[src/inc/odslc_pkg.sv]
// Overview of operation
// - Sync falling powers buffers, arms shift register
// - Capture one bit per falling edge, sixteen
// - Early sync rise aborts, nothing changes
// - Sixteen-bit shift register advances on falls
// - Buffers power down after frame until sync
// - Load strobe copies input into DAC registers
// - One load event updates all pending channels
// - Buffer and supply bits pick reference mode
// - One reference per quad: A-D, E-H
// - Codes are straight unsigned binary
package odslc_pkg;
    localparam int CH_NUM = 8;
    localparam int DAC_RES = 12;
    localparam int FRAME_BITS = 16;
    localparam int CNT_W = 5;
    localparam logic [CNT_W-1:0] CNT_LAST = 5'h10;
    // Frame layout
    localparam int CTRL_BIT = 15;
    localparam int ADDR_MSB = 14;
    localparam int ADDR_LSB = 12;
    localparam int DATA_MSB = 11;
    localparam int BUF_HI_BIT = 3;
    localparam int BUF_LO_BIT = 2;
    localparam int VDD_HI_BIT = 1;
    localparam int VDD_LO_BIT = 0;
    // Host timing limit; sampling needs several core cycles per level
    localparam longint CORE_CLK_HZ = 50_000_000;
    localparam longint SCLK_MAX_HZ = 30_000_000;
    localparam longint SCLK_SAMPLED_MAX_HZ = CORE_CLK_HZ / 6;

    typedef enum logic [1:0] {
        REF_UNBUF,
        REF_BUF,
        REF_SUPPLY
    } odslc_ref_mode_t;

    typedef enum logic [1:0] {
        FR_IDLE,
        FR_SHIFT,
        FR_DONE
    } odslc_frame_st_t;

    typedef struct packed {
        logic sync_n;
        logic sclk;
        logic din;
        logic load_n;
    } odslc_pins_t;
endpackage

[src/hdl/odslc_top.sv]
`timescale 1ns/1ps
module odslc_top #(
    parameter int RES = odslc_pkg::DAC_RES
) (
    input wire logic core_clk_in,
    input wire logic rst_n_in,
    input wire logic sync_n_in,
    input wire logic sclk_in,
    input wire logic din_in,
    input wire logic load_strobe_n_in,
    output logic buf_power_out,
    output logic [odslc_pkg::FRAME_BITS-1:0] frame_word_out,
    output logic frame_valid_out,
    output logic [odslc_pkg::CH_NUM*RES-1:0] dac_codes_out,
    output logic [odslc_pkg::CH_NUM-1:0] pending_out,
    output odslc_pkg::odslc_ref_mode_t ref_input_lower_quad_out,
    output odslc_pkg::odslc_ref_mode_t ref_input_upper_quad_out
);
    localparam int NCH = odslc_pkg::CH_NUM;
    localparam int FB = odslc_pkg::FRAME_BITS;
    localparam int ADDR_W = odslc_pkg::ADDR_MSB - odslc_pkg::ADDR_LSB + 1;


    generate
        if (RES < 1 || RES > odslc_pkg::DATA_MSB + 1) begin : g_bad_res
            $error("RES must lie between 1 and 12");
        end
        // Counter must end a frame exactly, without wrapping
        if (odslc_pkg::CNT_LAST != FB) begin : g_bad_last
            $error("Frame end count must equal the frame length");
        end
        if (FB >= (1 << odslc_pkg::CNT_W)) begin : g_bad_cnt_w
            $error("Bit counter too narrow for one frame");
        end
        // Address field must name every channel, code bits below it
        if ((1 << ADDR_W) != NCH) begin : g_bad_addr
            $error("Address field does not match channel count");
        end
        if (odslc_pkg::DATA_MSB >= odslc_pkg::ADDR_LSB) begin : g_bad_data
            $error("Code field overlaps the address field");
        end
    endgenerate

    // Whole block state; s1 and s2 are the two synchroniser stages
    typedef struct packed {
        odslc_pkg::odslc_pins_t s1;
        odslc_pkg::odslc_pins_t s2;
        logic sclk_prev;
        logic sync_prev_n;
        odslc_pkg::odslc_frame_st_t st;
        logic [odslc_pkg::CNT_W-1:0] cnt;
        logic [FB-1:0] shift;
        logic [FB-1:0] word;
        logic word_vld;
        logic [NCH-1:0][RES-1:0] in_reg;
        logic [NCH-1:0][RES-1:0] dac_reg;
        logic [NCH-1:0] pend;
        logic buf_lo;
        logic buf_hi;
        logic vdd_lo;
        logic vdd_hi;
    } odslc_state_t;

    odslc_state_t st_r;
    odslc_state_t st_nxt;

    // Raw pins; only the second synchroniser stage feeds logic
    odslc_pkg::odslc_pins_t pins;
    assign pins.sync_n = sync_n_in;
    assign pins.sclk = sclk_in;
    assign pins.din = din_in;
    assign pins.load_n = load_strobe_n_in;

    function automatic odslc_pkg::odslc_ref_mode_t ref_mode(
        input logic buf_en,
        input logic vdd_sel
    );
        odslc_pkg::odslc_ref_mode_t m;
        // Supply select overrides the buffer bit
        if (vdd_sel) begin
            m = odslc_pkg::REF_SUPPLY;
        end else if (buf_en) begin
            m = odslc_pkg::REF_BUF;
        end else begin
            m = odslc_pkg::REF_UNBUF;
        end
        return m;
    endfunction

    always_comb begin
        logic fall;
        logic sync_fall;
        logic sync_rise;
        logic [FB-1:0] w;
        logic [2:0] ch;
        logic last_bit;

        fall = 1'b0;
        sync_fall = 1'b0;
        sync_rise = 1'b0;
        w = '0;
        ch = 3'h0;
        last_bit = 1'b0;

        st_nxt = st_r;
        st_nxt.s1 = pins;
        st_nxt.s2 = st_r.s1;
        st_nxt.sclk_prev = st_r.s2.sclk;
        st_nxt.sync_prev_n = st_r.s2.sync_n;
        st_nxt.word_vld = 1'b0;
        // Edges are seen three core cycles late and each sclk level
        // must last three core cycles, so the usable serial rate is
        // well below what the host may run
        fall = st_r.sclk_prev & ~st_r.s2.sclk;
        sync_fall = st_r.sync_prev_n & ~st_r.s2.sync_n;
        sync_rise = ~st_r.sync_prev_n & st_r.s2.sync_n;
        last_bit = (st_r.cnt + 5'h01 == odslc_pkg::CNT_LAST);

        // Load strobe low moves pending codes; held low it tracks writes
        if (!st_r.s2.load_n) begin
            for (int i = 0; i < NCH; i++) begin
                if (st_r.pend[i]) begin
                    st_nxt.dac_reg[i] = st_r.in_reg[i];
                end
            end
            st_nxt.pend = '0;
        end

        case (st_r.st)
            odslc_pkg::FR_IDLE: begin
                if (sync_fall) begin
                    st_nxt.st = odslc_pkg::FR_SHIFT;
                    // Fresh count each frame; an abort leaves no residue
                    st_nxt.cnt = '0;
                end
            end

            odslc_pkg::FR_SHIFT: begin
                // Abort beats a fall seen in the same cycle
                if (sync_rise) begin
                    // Partial frame dropped; registers untouched
                    st_nxt.st = odslc_pkg::FR_IDLE;
                end else if (fall) begin
                    w = {st_r.shift[FB-2:0], st_r.s2.din};
                    st_nxt.shift = w;
                    st_nxt.cnt = st_r.cnt + 5'h01;
                    if (last_bit) begin
                        st_nxt.st = odslc_pkg::FR_DONE;
                        st_nxt.word = w;
                        st_nxt.word_vld = 1'b1;
                        // Control frame sets both quads' reference modes
                        if (w[odslc_pkg::CTRL_BIT]) begin
                            st_nxt.buf_lo = w[odslc_pkg::BUF_LO_BIT];
                            st_nxt.buf_hi = w[odslc_pkg::BUF_HI_BIT];
                            st_nxt.vdd_lo = w[odslc_pkg::VDD_LO_BIT];
                            st_nxt.vdd_hi = w[odslc_pkg::VDD_HI_BIT];
                        end else begin
                            ch = w[odslc_pkg::ADDR_MSB:odslc_pkg::ADDR_LSB];
                            // Left-justified straight binary code
                            st_nxt.in_reg[ch] =
                                w[odslc_pkg::DATA_MSB -: RES];
                            // Set wins over a same-cycle load clear
                            st_nxt.pend[ch] = 1'b1;
                        end
                    end
                end
            end

            odslc_pkg::FR_DONE: begin
                // Further clocks ignored until sync rises
                if (sync_rise) begin
                    st_nxt.st = odslc_pkg::FR_IDLE;
                end
            end

            default: begin
                st_nxt.st = odslc_pkg::FR_IDLE;
            end
        endcase
    end

    // Synchronous reset; pin stages start at their idle levels
    always_ff @(posedge core_clk_in) begin
        if (!rst_n_in) begin
            st_r.s1 <= '{sync_n: 1'b1, sclk: 1'b1, din: 1'b0,
                         load_n: 1'b1};
            st_r.s2 <= '{sync_n: 1'b1, sclk: 1'b1, din: 1'b0,
                         load_n: 1'b1};
            // Idle-high history, so release shows no false edge
            st_r.sclk_prev <= 1'b1;
            st_r.sync_prev_n <= 1'b1;
            st_r.st <= odslc_pkg::FR_IDLE;
            st_r.cnt <= '0;
            st_r.shift <= '0;
            st_r.word <= '0;
            st_r.word_vld <= 1'b0;

            // Power-on codes are zero
            st_r.in_reg <= '0;
            st_r.dac_reg <= '0;
            st_r.pend <= '0;
            st_r.buf_lo <= 1'b0;
            st_r.buf_hi <= 1'b0;
            st_r.vdd_lo <= 1'b0;
            st_r.vdd_hi <= 1'b0;
        end else begin
            st_r <= st_nxt;
        end
    end

    // Buffers live only while a frame shifts; a finished or aborted
    // frame leaves them off until the next sync fall
    assign buf_power_out = (st_r.st == odslc_pkg::FR_SHIFT);
    assign frame_word_out = st_r.word;
    assign frame_valid_out = st_r.word_vld;
    assign dac_codes_out = st_r.dac_reg;
    assign pending_out = st_r.pend;
    // One reference setting per quad
    assign ref_input_lower_quad_out =
        ref_mode(st_r.buf_lo, st_r.vdd_lo);
    assign ref_input_upper_quad_out =
        ref_mode(st_r.buf_hi, st_r.vdd_hi);
endmodule

[config.mk]
export PLATFORM = sky130hd
export DESIGN_NAME = odslc_top
export DESIGN_NICKNAME = d
export VERILOG_FILES = /design/src/inc/odslc_pkg.sv /design/src/hdl/odslc_top.sv
export SDC_FILE = /design/constraint.sdc
export NUM_CORES = 1
export LEC_CHECK = 0
export ABC_CLOCK_PERIOD_IN_PS = 5550
export BUFFER_PORTS_ARGS = -buffer_cell sky130_fd_sc_hd__clkbuf_2
export CORE_ASPECT_RATIO = 0.8
export CORE_MARGIN = 2
export CORE_UTILIZATION = 64
export CTS_BUF_LIST = sky130_fd_sc_hd__clkbuf_8
export CTS_CLUSTER_SIZE = 24
export DETAILED_ROUTE_END_ITERATION = 7
export GPL_ROUTABILITY_DRIVEN = 0
export PLACE_DENSITY = 0.87
export RECOVER_POWER = 100
export SLEW_MARGIN = 10
export SYNTH_ARGS = -nofsm -noshare
export SYNTH_HDL_FRONTEND = slang
export SYNTH_SLANG_ARGS = --single-unit
[constraint.sdc]
create_clock -name core_clk_in -period 5.55 [get_ports core_clk_in]
set_clock_uncertainty 0.2 [all_clocks]
set_input_delay 0 -clock core_clk_in [delete_from_list [all_inputs] [get_ports core_clk_in]]
set_output_delay 0 -clock core_clk_in [all_outputs]
set_load 0.03 [all_outputs]
==> results of run 1 <==
[cells in the final DEF (no fill, tap or decap), types with 5 or more instances in the layout]
cell type                       count
sky130_fd_sc_hd__inv_1             16
sky130_fd_sc_hd__dfxtp_1          253
sky130_fd_sc_hd__nand3_1            9
sky130_fd_sc_hd__a21oi_1          128
sky130_fd_sc_hd__nor2b_1           12
sky130_fd_sc_hd__o21ai_0            6
sky130_fd_sc_hd__mux2i_1          112
sky130_fd_sc_hd__clkbuf_8          47
sky130_fd_sc_hd__nand2b_1          20
sky130_fd_sc_hd__dlygate4sd3_1     12
sky130_fd_sc_hd__clkbuf_1         129
sky130_fd_sc_hd__nor2_1            19
sky130_fd_sc_hd__nand2_1          355
sky130_fd_sc_hd__and2_1             5
[power groups by stage]
stage	logic (mW)	clock network (mW)	registers, mW
global placement	0.0429	0	1.86
floorplan	0.0354	0	1.86
finish	0.0503	1.43	1.82
detailed placement	0.0434	0	1.86
CTS	0.0500	1.44	1.82
global route	0.0550	1.53	1.82
[metrics by stage]
| stage | power (mW) | cell area, um^2 | instances | util [%] | worst slack, ns |
|---|---|---|---|---|---|
| after floorplan | 1.90 | 10100 | 1136 | - | 3.14 |
| after global placement | 1.91 | 9800 | 1295 | 64.4 | 2.56 |
| after detailed placement | 1.91 | 9800 | 1295 | 64.4 | 2.49 |
| after CTS | 3.31 | 10600 | 1370 | 69.9 | 2.48 |
| after global routing | 3.41 | 10400 | 1370 | 68.5 | 1.66 |
| final | 3.31 | 10400 | 1370 | 68.5 | 1.89 |
[Yosys cell counts, types with 3 or more instances]
cell type / count
sky130_fd_sc_hd__nor2b_1: 12
sky130_fd_sc_hd__a21oi_1: 128
sky130_fd_sc_hd__o21ai_0: 6
sky130_fd_sc_hd__nor2_1: 19
sky130_fd_sc_hd__mux2i_1: 112
sky130_fd_sc_hd__nand3_1: 9
sky130_fd_sc_hd__clkbuf_1: 49
sky130_fd_sc_hd__and2_1: 5
sky130_fd_sc_hd__nand2b_1: 20
sky130_fd_sc_hd__buf_1: 3
sky130_fd_sc_hd__dfxtp_1: 253
sky130_fd_sc_hd__buf_4: 128
sky130_fd_sc_hd__nand2_1: 355
[cell type report]
class	count	area (um^2)
clock buffers	47	647
clock inverters	16	66.3
fillers	1286	4800
inverters	3	12.5
multi-input cells	694	3720
flip-flops and latches	253	5060
well taps	210	263
repair buffers	147	642
[path summary, 6_finish.rpt]
path                            slack, ns  cells past startpoint   startpoint        end
worst max register to register       2.21                      6    st_r[237]       flop
worst min-delay path                 0.20                      1  st_nxt[246]  st_r[246]
worst min register to register       0.20                      1  st_nxt[246]  st_r[246]
worst max-delay path                 1.89                      5     rst_n_in  st_r[243]
[routing by layer]
metal,GRT usage [%],vias up
met5,0,-
met4,8.22,0
met3,4.67,36
met2,41.8,262
met1,34.8,3442
li1,-,3579
[cell families (layout without fill, tap and decap cells)]
| logic type | count (synthesis) | count (layout) | synth area share [%] |
|---|---|---|---|
| mux | 112 | 112 | 11.1 |
| simple gates | 436 | 436 | 18.4 |
| flops | 253 | 253 | 50.3 |
| fa+ha+maj | 2 | 2 | 0.249 |
| buf+inv | 189 | 213 | 12.3 |
| compound gates | 144 | 144 | 7.57 |
[worst max-delay path, stage by stage]
cell	delay, ns
sky130_fd_sc_hd__dlygate4sd3_1	0.52
sky130_fd_sc_hd__buf_4	0.63
sky130_fd_sc_hd__clkinvlp_2	1.49
sky130_fd_sc_hd__buf_4	0.83
sky130_fd_sc_hd__nor3_1	0.30
==> summary.md, run 1 <==
| Metric | Value |
|---|---|
| Outcome | complete, but fails checks |
| Failing checks | capacitance limit, slew limit |
| Setup repair after global routing missed its margin | no |
| Die Y | 116 um |
| First-pass GRT wire length | 33,900 um |
| Core Rows | 40 |
| Die outline width | 144 um |
| Area growth, synth to finish | 3.54% |
| YS warnings | 0 |
| First-pass iteration count of the detailed router | 5 |
| Met1 wire length | 9640 um |
| Post-detailed-placement half-perimeter wirelength | 13,600 um |
| Quantity of gates resized following cts | 0 |
| Net count after synthesis | 1,144 |
| Maximum clock frequency | 273 MHz |
| Setup CP Type | primary input to flop |
| Primary FF master, synth | sky130_fd_sc_hd__dfxtp_1 |
| Actual transition at the worst max-transition pin | 1.56 ns |
| Remaining max-slew budget at the tightest pin | -4.33% |
| Max-capacitance violation count | 1 |
| Final-report max-slew violation count | 45 |
| Worst-path clk slew | 0.06 ns |
| Uppermost metal layer occupied by signal nets | met4 |
| Global router's overall resource usage | 25.5% |
| Post-synthesis instance total | 1,136 |
| Average vias per placed instance | 5.34 |
| Portion of synthesized cell area occupied by the leading cell type | 50.3% |
| Crit path launch type | primary input |
| Leading area contributor after synthesis | sky130_fd_sc_hd__dfxtp_1 |
| Required arrival time at the worst endpoint | 5.77 ns |
| Combined area of all synthesized cells | 10,100 um^2 |
| Internal power contribution | 2.59 mW |
| Grt ovf | 0 |
| Total number of vias | 7,319 |
| Switching part of the total | 21.6% |
| CP Data Arrival Time | 3.89 ns |
| Switch Pwr | 715 uW |
| Cell at the root of the clock tree | sky130_fd_sc_hd__clkbuf_8 |
| Final #Nets | 1,144 |
| Maximum fanout encountered on the critical timing path | 84 |
| Antenna violations before repair | 0 |
| Synth top area cells | sky130_fd_sc_hd__dfxtp_1 50%, sky130_fd_sc_hd__nand2_1 13%, sky130_fd_sc_hd__mux2i_1 11% |
| Class of the worst hold path | flop to flop |
| Final hold viol count | 0 |
| TritonCTS Buffers | 37 |
| Placeable Area | 15,200 um^2 |
| Clock tree from TritonCTS | yes |
| Met3 routed WL | 1460 um |
| Buffers added on ports | 131 |
| Total Routed Length | 21,500 um |
| Total number of clock tree sinks | 253 |
| Leakage Power | 3.71 nW |
| Synth unique cells | 41 |
| Number of enable flip-flop cells after synthesis | 0 |
| Inserted Diodes | 0 |
| Syn_area_per_cell | 8.86 um^2 |
| H-Tree Level Count | 2 |
| Sequential cell fraction of total power | 55.2% |
| # setup viols final | 0 |
| Post-synthesis async set-or-reset flop share | 0% |
| Min Clock Period, post-route | 3.66 ns |
| Share of power burned in combinational logic | 1.5% |
| Insertion delay to the later sink of the worst-skew pair | 0.53 ns |
| Clock Power Share | 43.3% |
| #FFs+latches synth | 253 |
| WL per Instance | 15.7 um |
| Number of primary I/O pins | 132 |
| Part of the cycle the worst path needs | 66.0% |
| Post-CTS Setup Bufs | 0 |
| Type of destination of the critical path | flop |
| DIE AREA | 16,700 um^2 |
| Deepest clock path buffer count | 3 |
| Amount of wire on met2 after detailed routing | 9970 um |
| Number of antenna-violating nets in the routed design | 0 |
| Peak supply drop | 200 uV |
| Fraction of layout cells with a size suffix above 1 | 5.09% |
| Starting Density | 66.1% |
| Violation count after the first detailed-route iteration | 571 |
| Quantity of hold-fixing buffers added after cts | 12 |
| Total negative setup slack | 0 ns |
| Min Hold Slack | 0.204 ns |
| Power per standard cell area | 317 nW/um^2 |
| Detailed-route DRC error count | 0 |
| Vias in the first global route | 6,838 |
| Register area share after synthesis | 50.3% |
| Largest net degree at the start of global routing | 85 |
Power figures use the tool's default switching activity.
==> run 2, diff against run 1 <==
--- a/config.mk
+++ b/config.mk
@@ -5,16 +5,16 @@
 export SDC_FILE = /design/constraint.sdc
 export NUM_CORES = 1
 export LEC_CHECK = 0
-export ABC_CLOCK_PERIOD_IN_PS = 5550
+export ABC_CLOCK_PERIOD_IN_PS = 3400
 export BUFFER_PORTS_ARGS = -buffer_cell sky130_fd_sc_hd__clkbuf_2
 export CORE_ASPECT_RATIO = 0.8
 export CORE_MARGIN = 2
-export CORE_UTILIZATION = 64
+export CORE_UTILIZATION = 60
 export CTS_BUF_LIST = sky130_fd_sc_hd__clkbuf_8
 export CTS_CLUSTER_SIZE = 24
 export DETAILED_ROUTE_END_ITERATION = 7
 export GPL_ROUTABILITY_DRIVEN = 0
-export PLACE_DENSITY = 0.87
+export PLACE_DENSITY = 0.82
 export RECOVER_POWER = 100
 export SLEW_MARGIN = 10
 export SYNTH_ARGS = -nofsm -noshare
==> constraint.sdc (replaced) <==
create_clock -name core_clk_in -period 3.4 [get_ports core_clk_in]
set_clock_uncertainty 0.2 [all_clocks]
set_input_delay 0 -clock core_clk_in [delete_from_list [all_inputs] [get_ports core_clk_in]]
set_output_delay 0 -clock core_clk_in [all_outputs]
set_load 0.03 [all_outputs]
==> run 2 against run 1 <==
The flow still finishes with violations (capacitance limit, slew limit). Critical path depth rose by 2. Worst setup slack got worse by 1.5 ns. Global-route usage fell by 1.7 points. Cell area rose by 0.29%. Routed wire length rose by 0.73%. Non-clock buffer count fell by 1. Via count fell by 0.27%. Sequential share of layout area fell by 0.14 points. Critical path type is now flop to flop. Largest power group unchanged.
==> summary.md, run 2 (synthesis gave the netlist of run 1 again) <==
| Metric | Value |
|---|---|
| Combined area of the multi-input logic cells | 3740 um^2 (+0.60%) |
| H-Tree Level Count | 2 (unchanged) |
| Final-report max-slew violation count | 101 (+120%) |
| Min Clock Period, post-route | 2.97 ns |
| Failing checks | capacitance limit, slew limit |
| Most common library cell in the layout ignoring fill and taps | sky130_fd_sc_hd__nand2_1 |
| Leading cell types in the layout, fill and taps excluded | 355 x sky130_fd_sc_hd__nand2_1, 253 x sky130_fd_sc_hd__dfxtp_1, 128 x sky130_fd_sc_hd__a21oi_1, 126 x sky130_fd_sc_hd__clkbuf_1, 112 x sky130_fd_sc_hd__mux2i_1 |
| Insertion delay to the later sink of the worst-skew pair | 0.53 ns (about the same) |
| Total Routed Length | 21,600 um (+0.73%) |
| Maximum clock frequency | 337 MHz |
| Setup repair after global routing missed its margin | no |
| Placement Setup Slack | 0.635 ns (-1.85 ns) |
| Area growth, synth to finish | 3.84% |
| Remaining max-slew budget at the tightest pin | -30.0% (-26 points) |
| Fraction of layout cells with a size suffix above 1 | 5.93% (+0.85 points) |
| First-pass iteration count of the detailed router | 5 (unchanged) |
| Average vias per placed instance | 5.28 (-1.2%) |
| Quantity of hold-fixing buffers added after cts | 8 (-4) |
| Min Hold Slack | 0.0376 ns (-0.167 ns) |
| Deepest clock path buffer count | 3 (unchanged) |
| Number of primary I/O pins | 132 (unchanged) |
| DIE AREA | 17,800 um^2 (+6.5%) |
| Final hold viol count | 0 (unchanged) |
| Class of the worst hold path | primary input to flop |
| First-pass GRT wire length | 34,100 um (+0.63%) |
| Actual transition at the worst max-transition pin | 1.95 ns (+0.394 ns) |
| Violation count after the first detailed-route iteration | 561 (-1.8%) |
| Final #Nets | 1,144 (unchanged) |
| Total number of vias | 7,299 (-0.27%) |
| WL per Instance | 15.6 um (-0.22%) |
| Core Rows | 42 (+5.0%) |
| TritonCTS Buffers | 38 (+2.7%) |
| Hold path startpoint | din_in |
| Slack of the worst reg-to-reg path | 0.43 ns (-1.78 ns) |
| Total negative setup slack | 0 ns (unchanged) |
| Type of destination of the critical path | flop |
| Final setup slack of the worst path | 0.434 ns (-1.45 ns) |
| Buffers added on ports | 131 (unchanged) |
| Leakage Power | 3.81 nW (+2.6%) |
| Antenna violations before repair | 0 (unchanged) |
| Inserted Diodes | 0 (unchanged) |
| Cell at the root of the clock tree | sky130_fd_sc_hd__clkbuf_8 |
| Cell count of the worst hold path | 3 (+2) |
| Detailed-route DRC error count | 0 (unchanged) |
| Total area of sequential cells | 5060 um^2 (unchanged) |
| Vias in the first global route | 6,817 (-0.31%) |
| Clock tree from TritonCTS | yes |
| Total number of clock tree sinks | 253 (unchanged) |
| Grt ovf | 0 (unchanged) |
| Post-detailed-placement half-perimeter wirelength | 13,700 um (+0.61%) |
| Global router's overall resource usage | 23.8% (-1.7 points) |
| Hold Path End | st_nxt[247] |
| Number of filler cells placed in the layout | 1,431 (+11%) |
| Peak supply drop | 292 uV (+46%) |
| Power per standard cell area | 517 nW/um^2 (+63%) |
| Quantity of gates resized following cts | 0 (unchanged) |
| Worst reg-to-reg path cell count | 7 (+1) |
| Setup CP Type | flop to flop |
| Part of the cycle the worst path needs | 87.2% |
| Crit Reg-Reg Startpoint | st_r[237] |
| Die Y | 120 um (+3.2%) |
| Starting Density | 61.0% (-5.2 points) |
| # setup viols final | 0 (unchanged) |
| Placeable Area | 16,500 um^2 (+8.5%) |
| Max-capacitance violation count | 1 (unchanged) |
| Util after Layout | 63.3% (-5.2 points) |
| CP Data Arrival Time | 3.21 ns (-0.68 ns) |
| Largest net degree at the start of global routing | 101 (+19%) |
| Worst-path clk slew | 0.06 ns (about the same) |
| Maximum fanout encountered on the critical timing path | 13 (-85%) |
| Crit path launch type | flop |
| Required arrival time at the worst endpoint | 3.64 ns (-2.13 ns) |
| Number of antenna-violating nets in the routed design | 0 (unchanged) |
| Die outline width | 149 um (+3.2%) |
| Outcome | complete, but fails checks |
| Post-CTS Setup Bufs | 0 (unchanged) |
[run 2: how the worst max path moves through the flow]
stage	start	to	slack [ns]	cells after the start
floorplan	st_r[237]	flop	0.99	8
global placement	st_r[237]	flop	0.72	6
detailed placement	st_r[237]	flop	0.64	6
CTS	st_r[237]	flop	0.62	6
global route	st_r[237]	flop	0.22	7
finish	st_r[237]	flop	0.43	7
[run 2: cell type report]
| type | count | share of cell area, % |
|---|---|---|
| multi-input cells | 694 | 35.8 |
| well taps | 220 | 2.63 |
| inverters | 3 | 0.120 |
| clock inverters | 20 | 0.766 |
| flip-flops and latches | 253 | 48.5 |
| repair buffers | 146 | 5.96 |
| clock buffers | 47 | 6.19 |
[run 2: worst max-delay path: stages, from the launching register on]
cell and delay (ns):
sky130_fd_sc_hd__dfxtp_1 0.35, sky130_fd_sc_hd__ha_1 0.29, sky130_fd_sc_hd__or4b_1 0.54, sky130_fd_sc_hd__nor3_1 0.29, sky130_fd_sc_hd__a32oi_1 0.24, sky130_fd_sc_hd__nor4bb_4 0.33
sky130_fd_sc_hd__clkbuf_2 0.40, sky130_fd_sc_hd__mux2i_1 0.25
[run 2: per-stage QoR]
step / std cells / cell area (um^2) / total power [mW]
6_report: 1383 / 10400 / 5.40
5_1_grt: 1383 / 10400 / 5.58
4_1_cts: 1383 / 10600 / 5.43
3_5_place_dp: 1308 / 9840 / 3.11
3_3_place_gp: 1308 / 9840 / 3.11
2_1_floorplan: 1136 / 10100 / 3.10
[run 2: metal layers]
metal | wire (um) | global-route usage, % | vias up
li1 | - | - | 3576
met2 | 9950 | 37.8 | 208
met4 | 204 | 5.06 | 0
met1 | 10100 | 33.5 | 3497
met5 | 0 | 0 | -
met3 | 1400 | 5.44 | 18
[run 2: power by group]
part	total [mW]	internal, mW	switching, mW
clock network	2.34	1.24	1.10
logic	0.0797	0.0176	0.0620
registers	2.98	2.97	0.00663
==> run 3, diff against run 2 <==
--- a/config.mk
+++ b/config.mk
@@ -14,6 +14,7 @@
 export CTS_CLUSTER_SIZE = 24
 export DETAILED_ROUTE_END_ITERATION = 7
 export GPL_ROUTABILITY_DRIVEN = 0
+export MAX_ROUTING_LAYER = met4
 export PLACE_DENSITY = 0.82
 export RECOVER_POWER = 100
 export SLEW_MARGIN = 10
==> run 3 against run 2 <==
The flow still finishes with violations (capacitance limit, slew limit). Sequential share of layout area is the same. Non-clock buffer count stayed put. Total power about the same. Critical path type unchanged.
==> summary.md, run 3 (synthesis gave the netlist of run 1 again) <==
| Metric | Value |
|---|---|
| Grt ovf | 0 (unchanged) |
| Worst-path clk slew | 0.06 ns (about the same) |
| Non-filler cells, final | 1,383 (unchanged) |
| Clock Power Share | 43.4% (about the same) |
| Setup repair after global routing missed its margin | no |
| Total negative setup slack | 0 ns (unchanged) |
| Number of primary I/O pins | 132 (unchanged) |
| Die outline width | 149 um (unchanged) |
| Placed Instances | 1,308 (unchanged) |
| Number of antenna-violating nets in the routed design | 0 (unchanged) |
| Required arrival time at the worst endpoint | 3.64 ns (about the same) |
| Setup CP Type | flop to flop |
| Share of power burned in combinational logic | 1.5% (about the same) |
| Final-report max-slew violation count | 101 (unchanged) |
| Final hold viol count | 0 (unchanged) |
| Switch Pwr | 1.17 mW (+0.29%) |
| Vias in the first global route | 6,815 (-0.029%) |
| Total number of clock tree sinks | 253 (unchanged) |
| Detailed-route DRC error count | 0 (unchanged) |
| Largest net degree at the start of global routing | 101 (unchanged) |
| Total chip power | 5.40 mW (about the same) |
| First-pass iteration count of the detailed router | 5 (unchanged) |
| Remaining max-slew budget at the tightest pin | -29.5% (+0.51 points) |
| Min Clock Period, post-route | 2.99 ns (+0.0222 ns) |
| Post-CTS Setup Bufs | 0 (unchanged) |
| Type of destination of the critical path | flop |
| Sequential cell fraction of total power | 55.1% (about the same) |
| Number of filler cells placed in the layout | 1,431 (unchanged) |
| Deepest clock path buffer count | 3 (unchanged) |
| Buffers added on ports | 131 (unchanged) |
| CP Data Arrival Time | 3.23 ns (+0.02 ns) |
| Average vias per placed instance | 5.26 (-0.25%) |
| Violation count after the first detailed-route iteration | 594 (+5.9%) |
| Post-detailed-placement half-perimeter wirelength | 13,700 um (unchanged) |
| Total Routed Length | 21,600 um (+0.15%) |
| Area growth, synth to finish | 3.84% (unchanged) |
| Total number of vias | 7,281 (-0.25%) |
| # setup viols final | 0 (unchanged) |
| Die Y | 120 um (unchanged) |
| TritonCTS Buffers | 38 (unchanged) |
| Leakage Power | 3.81 nW (unchanged) |
| Quantity of hold-fixing buffers added after cts | 8 (unchanged) |
| Antenna violations before repair | 0 (unchanged) |
| Maximum fanout encountered on the critical timing path | 13 (unchanged) |
| Core Rows | 42 (unchanged) |
| DIE AREA | 17,800 um^2 (unchanged) |
| Leading cell types in the layout, fill and taps excluded | 355 x sky130_fd_sc_hd__nand2_1, 253 x sky130_fd_sc_hd__dfxtp_1, 128 x sky130_fd_sc_hd__a21oi_1, 126 x sky130_fd_sc_hd__clkbuf_1, 112 x sky130_fd_sc_hd__mux2i_1 |
| H-Tree Level Count | 2 (unchanged) |
| Switching part of the total | 21.7% (+0.049 points) |
| Insertion delay to the later sink of the worst-skew pair | 0.53 ns (about the same) |
| Placement Setup Slack | 0.635 ns (unchanged) |
| Fraction of layout cells with a size suffix above 1 | 5.93% (unchanged) |
| First-pass GRT wire length | 34,200 um (+0.16%) |
| Actual transition at the worst max-transition pin | 1.94 ns (-0.00771 ns) |
| Power per standard cell area | 517 nW/um^2 (about the same) |
| Crit path launch type | flop |
| WL per Instance | 15.7 um (+0.15%) |
| Maximum clock frequency | 335 MHz (-0.74%) |
| Global router's overall resource usage | 24.5% (+0.73 points) |
| Clock tree from TritonCTS | yes |
| Quantity of gates resized following cts | 0 (unchanged) |
| Most common library cell in the layout ignoring fill and taps | sky130_fd_sc_hd__nand2_1 |
| Failing checks | capacitance limit, slew limit |
| Final setup slack of the worst path | 0.412 ns (-0.0222 ns) |
| Internal power contribution | 4.23 mW (about the same) |
| Class of the worst hold path | primary input to flop |
| Starting Density | 61.0% (unchanged) |
| Peak supply drop | 293 uV (+0.24%) |
| Part of the cycle the worst path needs | 87.9% (+0.65 points) |
| Outcome | complete, but fails checks |
| Placeable Area | 16,500 um^2 (unchanged) |
| Inserted Diodes | 0 (unchanged) |
| Min Hold Slack | 0.0356 ns (-0.00200 ns) |
| Max-capacitance violation count | 1 (unchanged) |
| Cell at the root of the clock tree | sky130_fd_sc_hd__clkbuf_8 |
| Final #Nets | 1,144 (unchanged) |
[run 3: cell counts in the layout (fill, tap and decap cells not counted)]
No cell type changed its count.
[run 3: worst paths after layout]
kind / start / end / slack [ns] / depth (start not counted)
setup reg to reg: st_r[237] / flop / 0.41 / 7
hold reg to reg: st_nxt[246] / st_r[246] / 0.20 / 1
hold / removal: din_in / st_nxt[247] / 0.04 / 3
setup / recovery: st_r[237] / flop / 0.41 / 7
[run 3: power by group through the flow]
stage / combinational [mW] / sequential, mW / clock (mW)
after floorplan: 0.0578 / 3.04 / 0
after global placement: 0.0722 / 3.04 / 0
after detailed placement: 0.0721 / 3.04 / 0
after CTS: 0.0796 / 2.98 / 2.37
after global routing: 0.0862 / 2.97 / 2.52
final: 0.0791 / 2.98 / 2.34
[run 3: routing by layer]
metal | routed length (um) | GRT usage [%] | part of all wire, %
met2 | 9990 | 37.8 | 46
met1 | 10100 | 33.7 | 47
met4 | 187 | 5.06 | 0.86
met3 | 1370 | 5.36 | 6.3
met5 | 0 | - | 0
[run 3: critical path, stage by stage (launching register included)]
cell	delay [ns]
sky130_fd_sc_hd__dfxtp_1	0.36
sky130_fd_sc_hd__ha_1	0.29
sky130_fd_sc_hd__or4b_1	0.55
sky130_fd_sc_hd__nor3_1	0.30
sky130_fd_sc_hd__a32oi_1	0.24
sky130_fd_sc_hd__nor4bb_4	0.32
sky130_fd_sc_hd__clkbuf_2	0.41
sky130_fd_sc_hd__mux2i_1	0.25
[run 3: layout make-up]
cell class | instances | area [um^2] | area share, %
Tap cell | 220 | 275 | 2.63
Sequential cell | 253 | 5060 | 48.5
Multi-Input combinational cell | 694 | 3740 | 35.8
Inverter | 3 | 12.5 | 0.120
Clock inverter | 20 | 80.1 | 0.766
Clock buffer | 47 | 647 | 6.19
Timing Repair Buffer | 146 | 623 | 5.96
[run 3: per-stage QoR]
step                      instance area [um^2]  util (%)
after CTS                                10600      64.5
after detailed placement                  9840      59.6
final                                    10400      63.3
after global routing                     10400      63.3
after global placement                    9840      59.6
after floorplan                          10100         -
